### config.mk
export PLATFORM = sky130hd
export DESIGN_NAME = cssr_clock_control
export DESIGN_NICKNAME = d
export VERILOG_FILES = /design/src/rtl/cssr_pkg.sv /design/src/rtl/cssr_tick_counter.sv /design/src/rtl/cssr_sync.sv /design/src/rtl/cssr_clock_control.sv
export SDC_FILE = /design/constraint.sdc
export NUM_CORES = 1
export LEC_CHECK = 0
export BUFFER_PORTS_ARGS = -buffer_cell sky130_fd_sc_hd__buf_4
export CAP_MARGIN = 20
export CORE_ASPECT_RATIO = 1.25
export CORE_MARGIN = 2
export CORE_UTILIZATION = 45
export CTS_CLUSTER_DIAMETER = 120
export DETAILED_ROUTE_END_ITERATION = 10
export GPL_TIMING_DRIVEN = 1
export PLACE_DENSITY = 0.66
export SLEW_MARGIN = 10
export SYNTH_ARGS = -nofsm -noshare
export SYNTH_HDL_FRONTEND = slang
export SYNTH_SLANG_ARGS = --single-unit
### constraint.sdc
create_clock -name clk -period 2.5 [get_ports clk]
set_input_delay 0.5 -clock clk [delete_from_list [all_inputs] [get_ports clk]]
set_output_delay 0.5 -clock clk [all_outputs]
set_load 0.01 [all_outputs]
### src/rtl/cssr_pkg.sv
// Constants and carriers for clock select, start-up and reset sequencing.
// Assumes a single 10 MHz system clock and watchdog/oscillator ticks as pin inputs.
package cssr_pkg;

   localparam logic [3:0] CSSR_CKS_RESET = 4'h2;
   localparam logic [1:0] CSSR_SUT_RESET = 2'h2;
   localparam logic CSSR_DIV8_RESET = 1'b0;
   localparam logic CSSR_PROGRAMMED = 1'b0;

   localparam int CSSR_CW = 16;
   localparam logic [15:0] CSSR_TOUT_SHORT = 16'h0200;
   localparam logic [15:0] CSSR_TOUT_LONG = 16'h2000;
   localparam logic [15:0] CSSR_SU_EXT = 16'h0006;
   localparam logic [15:0] CSSR_SU_258 = 16'h0102;
   localparam logic [15:0] CSSR_SU_1K = 16'h0400;
   localparam logic [15:0] CSSR_SU_16K = 16'h4000;
   localparam logic [15:0] CSSR_SU_32K = 16'h8000;
   localparam logic [15:0] CSSR_SU_RESET_ADD = 16'h000e;
   localparam logic [2:0] CSSR_DIV8_LAST = 3'h7;

   typedef enum logic [2:0]
   {
      CSSR_SRC_EXT = 3'h0,
      CSSR_SRC_RC128 = 3'h1,
      CSSR_SRC_RCCAL = 3'h2,
      CSSR_SRC_LFXTAL = 3'h3,
      CSSR_SRC_FSXTAL = 3'h4,
      CSSR_SRC_LPXTAL = 3'h5,
      CSSR_SRC_RSVD = 3'h6
   } cssr_src_t;

   typedef struct packed
   {
      logic [3:0] clock_source_select;
      logic [1:0] startup_time_select;
      logic divide_by_eight_bit;
   } cssr_cfg_t;

   // Per-domain run enables; one bit per clock domain
   typedef struct packed
   {
      logic core_clock;
      logic peripheral_clock;
      logic program_memory_clock;
      logic async_timer_clock;
      logic converter_clock;
   } cssr_gate_t;

endpackage : cssr_pkg

### src/rtl/cssr_tick_counter.sv
// Down-counter of qualified ticks with a done flag.
// Assumes tick is already synchronised to clk; load wins over counting.
module cssr_tick_counter
   import cssr_pkg::*;
#(
   parameter int W = 16
)
(
   // Clock and reset
   input wire logic clk,
   input wire logic nrst,
   // Control
   input wire logic load,
   input wire logic [W-1:0] count,
   input wire logic tick,
   // Status
   output logic done
);
   typedef struct packed
   {
      logic [W-1:0] cnt;
      logic run;
   } cssr_tc_t;

   cssr_tc_t s_q;
   cssr_tc_t s_d;

   always_comb
   begin
      s_d = s_q;
      if (load)
      begin
         s_d.cnt = count;
         s_d.run = 1'b1;
      end
      else if (s_q.run && s_q.cnt == '0)
      begin
         s_d.run = 1'b0;
      end
      else if (s_q.run && tick)
      begin
         s_d.cnt = s_q.cnt - W'(1);
      end
   end

   always_ff @(posedge clk or negedge nrst)
   begin
      if (!nrst)
      begin
         s_q <= '0;
      end
      else
      begin
         s_q <= s_d;
      end
   end

   // Zero count finishes one cycle after load, so zero time-out works
   assign done = s_q.run && s_q.cnt == '0;
endmodule : cssr_tick_counter

### src/rtl/cssr_sync.sv
// Two-flop synchroniser and rising-edge pulse for one pin input.
// Assumes the input is asynchronous to clk.
module cssr_sync
(
   // Clock and reset
   input wire logic clk,
   input wire logic nrst,
   // Pin and results
   input wire logic pin,
   output logic level,
   output logic rise
);
   typedef struct packed
   {
      logic s1;
      logic s2;
      logic s3;
   } cssr_sy_t;

   cssr_sy_t s_q;
   cssr_sy_t s_d;

   always_comb
   begin
      s_d.s1 = pin;
      s_d.s2 = s_q.s1;
      s_d.s3 = s_q.s2;
   end

   always_ff @(posedge clk or negedge nrst)
   begin
      if (!nrst)
      begin
         s_q <= '0;
      end
      else
      begin
         s_q <= s_d;
      end
   end

   assign level = s_q.s2;
   assign rise = s_q.s2 && !s_q.s3;
endmodule : cssr_sync

### src/rtl/cssr_clock_control.sv
// Clock source decode, start-up sequencing, internal reset and domain gates.
// Assumes oscillator and watchdog ticks arrive as asynchronous pin levels.
module cssr_clock_control
   import cssr_pkg::*;
(
   // Clock and reset
   input wire logic clk,
   input wire logic nrst,
   // Other reset sources, active low level
   input wire logic other_reset_n,
   // Nonvolatile configuration
   input cssr_pkg::cssr_cfg_t cfg,
   // Oscillator and watchdog oscillator ticks
   input wire logic osc_tick,
   input wire logic wdt_tick,
   // Sleep control
   input cssr_pkg::cssr_gate_t sleep_gate_off,
   input wire logic deep_sleep,
   input wire logic wake,
   // Asynchronous event sources
   input wire logic two_wire_addr_match,
   input wire logic async_int_pin,
   // Outputs
   output cssr_pkg::cssr_gate_t clock_run,
   output logic clock_tick,
   output logic internal_reset_n,
   output cssr_pkg::cssr_src_t source,
   output logic source_reserved,
   output logic wake_event
);
   import cssr_pkg::*;

   typedef enum logic [4:0]
   {
      ST_HOLD = 5'h01,
      ST_TOUT = 5'h02,
      ST_START = 5'h04,
      ST_RUN = 5'h08,
      ST_SLEEP = 5'h10
   } cssr_state_t;

   typedef struct packed
   {
      cssr_state_t st;
      cssr_cfg_t cfg;
      cssr_src_t src;
      logic [15:0] su;
      logic [15:0] tout;
      logic load_tout;
      logic load_su;
      logic [2:0] div;
      logic tick;
      cssr_gate_t run;
      logic rst_n;
   } cssr_s_t;

   cssr_s_t s_q;
   cssr_s_t s_d;

   logic other_lvl;
   logic osc_rise;
   logic wdt_rise;
   logic tout_done;
   logic su_done;
   logic two_lvl;
   logic aint_lvl;

   cssr_sync u_sync_rst
   (
      .clk(clk),
      .nrst(nrst),
      .pin(other_reset_n),
      .level(other_lvl),
      .rise()
   );

   cssr_sync u_sync_osc
   (
      .clk(clk),
      .nrst(nrst),
      .pin(osc_tick),
      .level(),
      .rise(osc_rise)
   );

   cssr_sync u_sync_wdt
   (
      .clk(clk),
      .nrst(nrst),
      .pin(wdt_tick),
      .level(),
      .rise(wdt_rise)
   );

   cssr_sync u_sync_two
   (
      .clk(clk),
      .nrst(nrst),
      .pin(two_wire_addr_match),
      .level(two_lvl),
      .rise()
   );

   cssr_sync u_sync_aint
   (
      .clk(clk),
      .nrst(nrst),
      .pin(async_int_pin),
      .level(aint_lvl),
      .rise()
   );

   // Time-out counted on watchdog ticks
   cssr_tick_counter #(.W(CSSR_CW)) u_tout
   (
      .clk(clk),
      .nrst(nrst),
      .load(s_q.load_tout),
      .count(s_q.tout),
      .tick(wdt_rise),
      .done(tout_done)
   );

   // Stands in for the ripple counter on oscillator edges
   cssr_tick_counter #(.W(CSSR_CW)) u_su
   (
      .clk(clk),
      .nrst(nrst),
      .load(s_q.load_su),
      .count(s_q.su),
      .tick(osc_rise),
      .done(su_done)
   );

   function automatic cssr_src_t decode(input logic [3:0] c);
      cssr_src_t r;
      r = CSSR_SRC_RSVD;
      if (c[3])
      begin
         r = CSSR_SRC_LPXTAL;
      end
      else if (c[2:1] == 2'h3)
      begin
         r = CSSR_SRC_FSXTAL;
      end
      else if (c[2:1] == 2'h2)
      begin
         r = CSSR_SRC_LFXTAL;
      end
      else
      begin
         case (c[1:0])
            2'h3: r = CSSR_SRC_RC128;
            2'h2: r = CSSR_SRC_RCCAL;
            2'h0: r = CSSR_SRC_EXT;
            default: r = CSSR_SRC_RSVD;
         endcase
      end
      return r;
   endfunction : decode

   // Start-up count on oscillator cycles, per source and start-up bits
   function automatic logic [15:0] su_count(input cssr_src_t s, input cssr_cfg_t f);
      logic [2:0] k;
      logic [15:0] r;
      k = {f.clock_source_select[0], f.startup_time_select};
      r = CSSR_SU_EXT;
      case (s)
         CSSR_SRC_LPXTAL, CSSR_SRC_FSXTAL:
         begin
            if (k < 3'h2)
            begin
               r = CSSR_SU_258;
            end
            else if (k < 3'h5)
            begin
               r = CSSR_SU_1K;
            end
            else
            begin
               r = CSSR_SU_16K;
            end
         end
         CSSR_SRC_LFXTAL: r = CSSR_SU_32K;
         default: r = CSSR_SU_EXT;
      endcase
      return r;
   endfunction : su_count

   // Source bit 0 and startup bits select a time-out of 0 or 512 or 8192 watchdog cycles
   function automatic logic [15:0] tout_count(input cssr_cfg_t f);
      logic [15:0] r;
      logic [2:0] k;
      k = {f.clock_source_select[0], f.startup_time_select};
      case (k)
         3'h2, 3'h5: r = '0;
         3'h0, 3'h3, 3'h6: r = CSSR_TOUT_SHORT;
         default: r = CSSR_TOUT_LONG;
      endcase
      return r;
   endfunction : tout_count

   always_comb
   begin
      s_d = s_q;
      s_d.load_tout = 1'b0;
      s_d.load_su = 1'b0;
      s_d.rst_n = 1'b0;
      s_d.div = s_q.div;
      case (s_q.st)
         ST_HOLD:
         begin
            s_d.cfg = cfg;
            s_d.src = decode(cfg.clock_source_select);
            s_d.su = su_count(decode(cfg.clock_source_select), cfg);
            s_d.tout = tout_count(cfg);
            if (other_lvl)
            begin
               s_d.st = ST_TOUT;
               s_d.load_tout = 1'b1;
            end
         end
         ST_TOUT:
         begin
            if (tout_done && !s_q.load_tout)
            begin
               s_d.st = ST_START;
               // Reset adds 14 cycles on low-power and full-swing crystal sources, not on the low-frequency crystal
               s_d.su = (s_q.src == CSSR_SRC_LPXTAL || s_q.src == CSSR_SRC_FSXTAL) ?
                  s_q.su + CSSR_SU_RESET_ADD : s_q.su;
               s_d.load_su = 1'b1;
            end
         end
         ST_START:
         begin
            // Deep wake keeps the core out of reset; only its clocks wait
            s_d.rst_n = s_q.rst_n;
            if (su_done && !s_q.load_su)
            begin
               s_d.st = ST_RUN;
               s_d.rst_n = 1'b1;
            end
         end
         ST_RUN:
         begin
            s_d.rst_n = 1'b1;
            if (deep_sleep)
            begin
               s_d.st = ST_SLEEP;
            end
         end
         ST_SLEEP:
         begin
            s_d.rst_n = 1'b1;
            if (wake || aint_lvl || two_lvl)
            begin
               // Deep wake skips the time-out; supply assumed good
               s_d.st = ST_START;
               s_d.su = su_count(s_q.src, s_q.cfg);
               s_d.load_su = 1'b1;
            end
         end
         default:
         begin
            s_d.st = ST_HOLD;
         end
      endcase
      if (!other_lvl)
      begin
         s_d.st = ST_HOLD;
         s_d.rst_n = 1'b0;
      end
      // Divider runs on oscillator edges
      s_d.tick = 1'b0;
      if (osc_rise)
      begin
         if (s_q.cfg.divide_by_eight_bit == CSSR_PROGRAMMED)
         begin
            s_d.div = s_q.div + 3'h1;
            s_d.tick = (s_q.div == CSSR_DIV8_LAST);
         end
         else
         begin
            s_d.tick = 1'b1;
         end
      end
      s_d.run.core_clock = s_d.rst_n && !sleep_gate_off.core_clock
         && s_d.st == ST_RUN;
      s_d.run.program_memory_clock = s_d.run.core_clock;
      s_d.run.peripheral_clock = s_d.rst_n && !sleep_gate_off.peripheral_clock
         && s_d.st == ST_RUN;
      // Converter keeps running when core and peripheral halt
      s_d.run.converter_clock = s_d.rst_n && !sleep_gate_off.converter_clock;
      s_d.run.async_timer_clock = s_d.rst_n && !sleep_gate_off.async_timer_clock;
      // Each domain gated on its own bit, except program memory, which follows the core clock
   end

   always_ff @(posedge clk or negedge nrst)
   begin
      if (!nrst)
      begin
         s_q.st <= ST_HOLD;
         s_q.cfg <= '{CSSR_CKS_RESET, CSSR_SUT_RESET, CSSR_DIV8_RESET};
         s_q.src <= CSSR_SRC_RCCAL;
         s_q.su <= CSSR_SU_EXT;
         s_q.tout <= CSSR_TOUT_LONG;
         s_q.load_tout <= 1'b0;
         s_q.load_su <= 1'b0;
         s_q.div <= '0;
         s_q.tick <= 1'b0;
         s_q.run <= '0;
         s_q.rst_n <= 1'b0;
      end
      else
      begin
         s_q <= s_d;
      end
   end

   assign clock_run = s_q.run;
   assign clock_tick = s_q.tick;
   assign internal_reset_n = s_q.rst_n;
   assign source = s_q.src;
   assign source_reserved = (s_q.src == CSSR_SRC_RSVD);
   // Async wake sources seen without any gated clock
   assign wake_event = aint_lvl || two_lvl;
endmodule : cssr_clock_control

# Yosys cells after proc, flatten, opt, wreduce, memory -nomap -nowiden
# Index checks and enable logic that the tools add are counted.
# op_classes
addsub	4
mul	0
n_div	0
order_cmp	4
n_eq_ne	27
n_shift	0
n_mux	40
bitwise	1
reduce_logical	44
# ops
operator	n
16-bit two-way mux	7
16-bit case mux with 2 select lines	2
15-bit two-way mux	4
16-bit case mux with 3 select lines	1
17-bit two-way mux	2
16-bit zero test	2
16-bit by 1-bit subtractor with 16-bit output (second input constant)	2
14-bit case mux with 2 select lines	1
5-bit two-way mux	5
5-bit case mux with 5 select lines	1
3-bit == test (second input constant)	8
16-bit by 4-bit adder with 16-bit output (second input constant)	1
1-bit logical AND	14
3-bit by 2-bit == test with 1-bit output (second input constant)	4
3-bit two-way mux	4
5-bit by 4-bit == test with 1-bit output (second input constant)	2
1-bit two-way mux	10
2-bit != test (second input constant)	5
3-bit case mux with 3 select lines	1
2-bit == test (second input constant)	4
1-bit zero test	8
2-bit nonzero test	4
2-bit OR reduction	4
3-bit by 2-bit < comparator with 1-bit output (second input constant)	2
15 further kinds	22
# totals
register_bits	99
latchBits	0
ramBits	0
mem_bits_ro	0
out_inout_bits	12
word_cells	152
n_memories	0

# Depth between registers and ports, before layout
# Gate-level depths: netlist of run 1.
# logic_depth
ltp_word	10
depth_mapped	8

# Hierarchy
# From an unflattened synthesis of run 1, not the netlist that was laid out.
# unflattened
cells_unflattened	528
area_unflattened_um2	4977.3
# by_module_without_submodules
mod	n_inst	cells_per_inst	area_each_um2	seq_area_each_um2
cssr_clock_control	1	253	2314.7	1008.5
cssr_tick_counter (u_tout)	1	132	1136.1	425.4
cssr_tick_counter (u_su)	1	123	1082.3	425.4
cssr_sync	5	4	88.8	75.1

# Least setup slack after synthesis of run 1
# No wires, ideal clock.
# synth_path
path_type	register to register
start	register u_tout.s_q[1] (netlist name)
end	register s_q[42] (netlist name)
setup_time_ps	126
arrival_time_ps	2293
slack_ps	81
path_stages_with_launch	8
period_less_slack_ps	2419
cell_sequence	dfrtp_1 -> inv_1 -> ha_1 -> or4b_2 -> or4_4 -> nor4_1 -> nor3_1 -> o32a_1
# synth_via
elab_chain_len	5
# synth_lines
item	line	rtl
start: declaration	cssr_tick_counter.sv:25	cssr_tc_t s_q;
start signal: assignment	cssr_tick_counter.sv:50	s_q <= '0;
start signal: assignment	cssr_tick_counter.sv:54	s_q <= s_d;
16-bit zero test	cssr_tick_counter.sv:59	assign done = s_q.run && s_q.cnt == '0;
1-bit logical AND	cssr_tick_counter.sv:59	
1-bit logical AND	cssr_clock_control.sv:225	if (tout_done && !s_q.load_tout)
2-bit != test (no source line)	--	
4-bit AND reduction (no source line)	--	
end: declaration	cssr_clock_control.sv:57	cssr_s_t s_q;
# No other way between the ends.
# A chain may end at the register's enable or synchronous reset.

# Worst setup path after layout of run 1
# Same ends and word-level chain as after synthesis.

==> impl_metrics.ini, run 1 <==
[clocking]
cts_buffers = 9
post_cts_buffers = 0
ctsHoldBuffers = 0
clock_path_buffers = 2
cts_tree = built
h-tree-depth = 3
insertion_delay_ps = 340
clk_pin_slew_worst_paths_ps = 70
clockRootBuffer = clkbuf_16
clock-sinks = 86

[route]
vias = 3735
drc = 0
routed_wl_um = 10260
avgViaCountPerCell = 5.685
drtIter0Drc = 244
wl_per_cell_um = 15.61
first_pass_iters = 4
ant_nets = 0

[cells_and_area]
multiInputGateArea_um2 = 2265
area_growth_pct = 15.48
fin_area_um2 = 5358
drive_above_1_share = 0.1780
layout.cells.non_filler = 657
nNetsFinal = 553
n_antenna_cell = 0
n_fill_cell = 966
register_area_um2 = 2160

[pwr]
seqPwrFrac = 0.402
power.leakage_nw = 2.314
power_switching_mw = 1.994
p_total_mw = 5.441
comb_power_share = 0.346
peakVddDrop_uv = 661.9
p_int_mw = 3.446
power.density_nw_per_um2 = 1015
swShare = 0.3666
p_clk_frac = 0.252

[yosys]
async_reset_ff_frac = 1.000
ys_seq_area_frac = 0.4655
synth_seq_cells = 86
synth_cell_types = 64
syn_area_per_cell_um2 = 9.411
syn_area_um2 = 4639
synth_nets = 523
synth_top_cell_by_area = dfrtp_1
synth_top_area_frac = 0.4315
ys_warn_count = 0
synth_top_flop_cell = dfrtp_1
synth_cells = 493
synthTopCellsByArea = dfrtp_1, o21ai_0, dfstp_2
synth_enable_flop_cells = 0

[run_status]
status = complete, no violations

[floorplanning]
start_util = 0.4614
rows = 41
core-area_um2 = 10050
die_y_um = 117.5
die_width_um = 94.82
die-area_um2 = 11140
ios = 33

[timing]
slew_headroom = 0.6198
drv_slew = 0
setup_ws_ps = 84.35
clock_skew_ps = 6.194
period_minus_slack_ps = 2416
max_freq_mhz = 414.0
period_share = 0.9663
worst_pin_slew_ps = 566.8
setup_viol = 0
rsz0062_at_grt = false
whs_ps = 132.5
finalHoldViolations = 0

[flow_run]
maxCapViolations = 0

[worst_setup_path]
endpoint_kind = register
crit_required_ps = 2720
cp-start-kind = register
cp.arrival_ps = 2640
worstPathMaxFanout = 5
critical_path_class = register to register

[global_routing]
grt_pass1_wl_um = 17780
grt_antenna_before_repair = 0
grt.overflow.total = 0
top_usage_layer = met2
grt_max_degree = 48
use_met1 = 0.2639
grt_pass1_vias = 3739
grtUsageMet3 = 0.03905
gr-usage-met2 = 0.3276
grt_use_total = 0.2005

[place]
dpl_cell_area_um2 = 5032
post-place-ws_ps = -9.146
io_buffers = 31
dp_hpwl_um = 7330
dp.cells = 641
place.gp.congestion = 0.8465

[worst_hold_path]
hold_path_class = input port to async pin
-- path summary, 6_finish.rpt --
kind / start / end / slack [ps] / cells past startpoint
hold / removal: nrst / s_q[7] / 130 / 1
hold reg to reg: u_sync_wdt.s_d[1] / u_sync_wdt.level / 350 / 0
setup / recovery: u_tout.s_q[1] / s_q[42] / 80 / 7
max in group asynchronous: nrst / s_q[30] / 1660 / 2
setup reg to reg: u_tout.s_q[1] / s_q[42] / 80 / 7
min in group clk: osc_tick / u_sync_osc.s_d[1] / 260 / 1
-- Yosys cell counts, types with 3 or more instances --
cell / instances
dfrtp_1: 80
nand2_1: 42
o21ai_0: 38
nor2_1: 37
a21oi_1: 26
clkbuf_1: 19
nor3_1: 19
inv_1: 16
nand2b_1: 12
nand3_1: 12
o31ai_1: 12
nor4_1: 10
or3_1: 10
ha_1: 9
xnor2_1: 9
a31oi_1: 8
buf_4: 8
nor2b_1: 8
xor2_1: 8
mux2_2: 7
nand4b_1: 7
or4_1: 7
and3_1: 6
dfstp_2: 6
and4_1: 5
nand4_1: 5
or2_2: 5
a211oi_1: 4
o41ai_1: 4
a21o_1: 3
mux2i_1: 3
nand3b_1: 3
o2111ai_1: 3
o211ai_1: 3
-- sequential cells by signal, summed over array words and instances (netlist names), 3 cells and up --
| register | cells |
|---|---|
| s_q | 31 |
| u_su.s_q | 17 |
| source | 3 |
| u_tout.s_q | 17 |
| clock_run | 4 |
-- metal layers --
layer / part of all wire / vias to the layer above
met2: 0.51 / 49
met1: 0.45 / 1815
li1: - / 1859
met4: 0.016 / 0
met3: 0.029 / 12
met5: 0 / -
-- critical path, cell delays in order (launching register included) --
cell     delay (ps)
dfrtp_1         380
inv_1            80
ha_1            180
or4b_4          490
or4_4           560
nor4_2          260
nor3_1           70
o32a_1          290
-- placed cells by master (no fill, tap or decap), types with 16 or more instances in the layout --
cell type,count
nand2_1,42
nor3_1,19
inv_1,16
dfrtp_1,80
o21ai_0,38
buf_4,51
a21oi_1,26
nor2_1,36
-- power by group through the flow --
stage	registers [mW]	clock network (mW)	logic, mW
floorplan	2.09	0	1.41
global placement	2.18	0	1.80
detailed placement	2.20	0	1.85
CTS	2.18	1.40	1.87
global route	2.26	1.46	2.13
finish	2.19	1.37	1.88
-- per-stage QoR --
step	util	setup TNS, ps
CTS	0.5316	-20.75
detailed placement	0.5005	-16.03
finish	0.5329	0
floorplan	-	0
global placement	0.5005	0
global route	0.5329	0
-- final cells by class --
type | instances | share of cell area
Timing Repair Buffer | 52 | 0.07520
Sequential cell | 86 | 0.4031
Clock buffer | 10 | 0.04461
Clock inverter | 6 | 0.01238
Inverter | 17 | 0.01191
Tap cell | 129 | 0.03013
Multi-Input combinational cell | 357 | 0.4227
-- cell families (layout without fill, tap and decap cells) --
group,after synthesis,count (layout),synth area share
AO/OA/AOI/OAI,122,122,0.1683
XOR/XNOR,17,17,0.03209
adder cells (fa/ha/maj),9,9,0.02427
buffers and inverters,50,85,0.05070
flip-flops,86,86,0.4655
multiplexers,11,11,0.02589
AND/OR/NAND/NOR,198,198,0.2333
-- repair_timing --
| action | 4_1_cts | 5_1_grt |
|---|---|---|
| resized for setup | 2 | 3 |
| hold endpoints to repair | 0 | 0 |
| pin swaps | 0 | 1 |
| setup endpoints to repair | 2 | 13 |
Power figures use the tool's default switching activity.
==> run 2: changes to the inputs <==
- clock period: 2.5 -> 2 ns (I/O delays scaled with it)
==> run 2 against run 1 <==
The flow now finishes with violations (setup timing). Hold slack got worse by 94 ps. Fmax rose by 1.6%. Total power rose by 45%. Via count rose by 8.6%. Sequential power rose by 23%. Clock power rose by 29%. Design area rose by 13%. Die area did not move. First-iteration DRC count rose by 21%. Sequential cell count did not move. Routed wire length rose by 10%. Critical endpoint is now u_tout.s_q[14]. Highest routed layer unchanged.
==> impl_metrics.ini, run 2 (synthesis results as in run 1) <==
[cells_and_area]
mostFrequentLayoutCells = buf_4, dfrtp_1, nand2_1
final_common_cell = buf_4
drive_above_1_share = 0.3276
fin_area_um2 = 6046
n_antenna_cell = 0
reg.largest.list = s_q: 31 flops, u_su.s_q: 17 flops, u_tout.s_q: 17 flops
nNetsFinal = 603
area_growth_pct = 30.31
largest_reg_flops = 31
top_register = s_q

[run_status]
status = finished, violations left
violations = setup timing

[worst_setup_path]
endpoint_kind = register
worstPathMaxFanout = 6
critical_path_class = register to register
crit_required_ps = 2250
cp-start-kind = register
path_cells = inv_2, ha_4, or4b_4, or4_4, a21oi_4, buf_6, o21bai_1, a21oi_1
slowest_stage = or4_4
slowest_delay_ps = 560
cp.arrival_ps = 2630

[clocking]
clock-sinks = 86
clockRootBuffer = clkbuf_16
ctsHoldBuffers = 0
cts_buffers = 9
clk_pin_slew_worst_paths_ps = 60
clock_path_buffers = 2
h-tree-depth = 3
insertion_delay_ps = 340
cts_tree = built

[route]
drc = 0
avgViaCountPerCell = 5.748
first_pass_iters = 5
vias = 4058
ant_nets = 0
routed_wl_um = 11320
wl_per_cell_um = 16.04
drtIter0Drc = 295

[place]
place.gp.congestion = 0.8605
dp_hpwl_um = 7779
dpl_cell_area_um2 = 5374
io_buffers = 31

[pwr]
peakVddDrop_uv = 815.3
power.density_nw_per_um2 = 1307
power.leakage_nw = 2.611
p_total_mw = 7.900

[global_routing]
grt_use_total = 0.2102
grt_antenna_before_repair = 0
grt_pass1_wl_um = 18750
grt_max_degree = 40
grt_pass1_vias = 4076
grt.overflow.total = 0

[timing]
worst_pin_slew_ps = 522.3
max_freq_mhz = 420.5
drv_slew = 0
whs_ps = 38.98
period_minus_slack_ps = 2378
clock_skew_ps = 7.429
setup_viol = 34
setup_ws_ps = -378.0
tns_ps = -9082
period_share = 1.189
finalHoldViolations = 0
rsz0062_at_grt = true
slew_headroom = 0.6491

[floorplanning]
die_y_um = 117.5
ios = 33
die_width_um = 94.82
start_util = 0.4614
die-area_um2 = 11140
core-area_um2 = 10050
rows = 41

[worst_hold_path]
hold_path_class = input port to async pin

[flow_run]
maxCapViolations = 0
run 2: final cells by class:
| type | count | area (um2) |
|---|---|---|
| clock buffers | 9 | 225.2 |
| clock inverters | 6 | 87.58 |
| fillers | 865 | 4009 |
| inverters | 17 | 63.81 |
| multi-input cells | 358 | 2561 |
| flip-flops and latches | 86 | 2160 |
| well taps | 129 | 161.4 |
| repair buffers | 101 | 787.0 |
run 2: worst max-delay path: cells and delay by family (launching register included):
family | cells | cell delay (ps)
AND/OR/NAND/NOR | 2 | 1010
AO/OA/AOI/OAI | 3 | 500
flip-flops | 1 | 400
buffers and inverters | 2 | 260
adder cells (fa/ha/maj) | 1 | 120
run 2: layer usage:
layer | GRT usage | part of all wire
met1 | 0.2707 | 0.44
met2 | 0.3502 | 0.51
met3 | 0.03521 | 0.028
met4 | 0.08062 | 0.018
met5 | 0 | 0
run 2: metrics by stage:
| stage | cells | util | setup slack, ps |
|---|---|---|---|
| floorplan | 493 | - | -329.6 |
| global placement | 680 | 0.5345 | -326.7 |
| detailed placement | 680 | 0.5345 | -380.0 |
| CTS | 702 | 0.5835 | -295.3 |
| global route | 706 | 0.6013 | -424.1 |
| finish | 706 | 0.6013 | -378.0 |
run 2: path summary, 6_finish.rpt:
check / start / to / slack (ps) / depth (start not counted)
worst min-delay path: nrst / u_sync_osc.s_d[1] / 40 / 1
worst max-delay path: u_tout.s_q[2] / u_tout.s_q[14] / -380 / 8
max in group asynchronous: nrst / s_q[54] / 1360 / 2
worst min register to register: u_sync_osc.s_d[1] / u_sync_osc.level / 350 / 0
min in group clk: other_reset_n / u_sync_rst.s_d[1] / 170 / 1
worst max register to register: u_tout.s_q[2] / u_tout.s_q[14] / -380 / 8
run 2: repair_timing:
item | in CTS | in global routing
endpoints found under the setup margin | 38 | 50
gates cloned | 1 | 1
buffers inserted | 6 | 4
pin swaps | 13 | 18
resized for setup | 30 | 33
run 2: power breakdown:
group | switching (mW) | internal, mW | leakage, nW
combinational | 1.74 | 1.69 | 1.38
sequential | 0.447 | 2.25 | 1.09
clock | 0.689 | 1.08 | 0.144
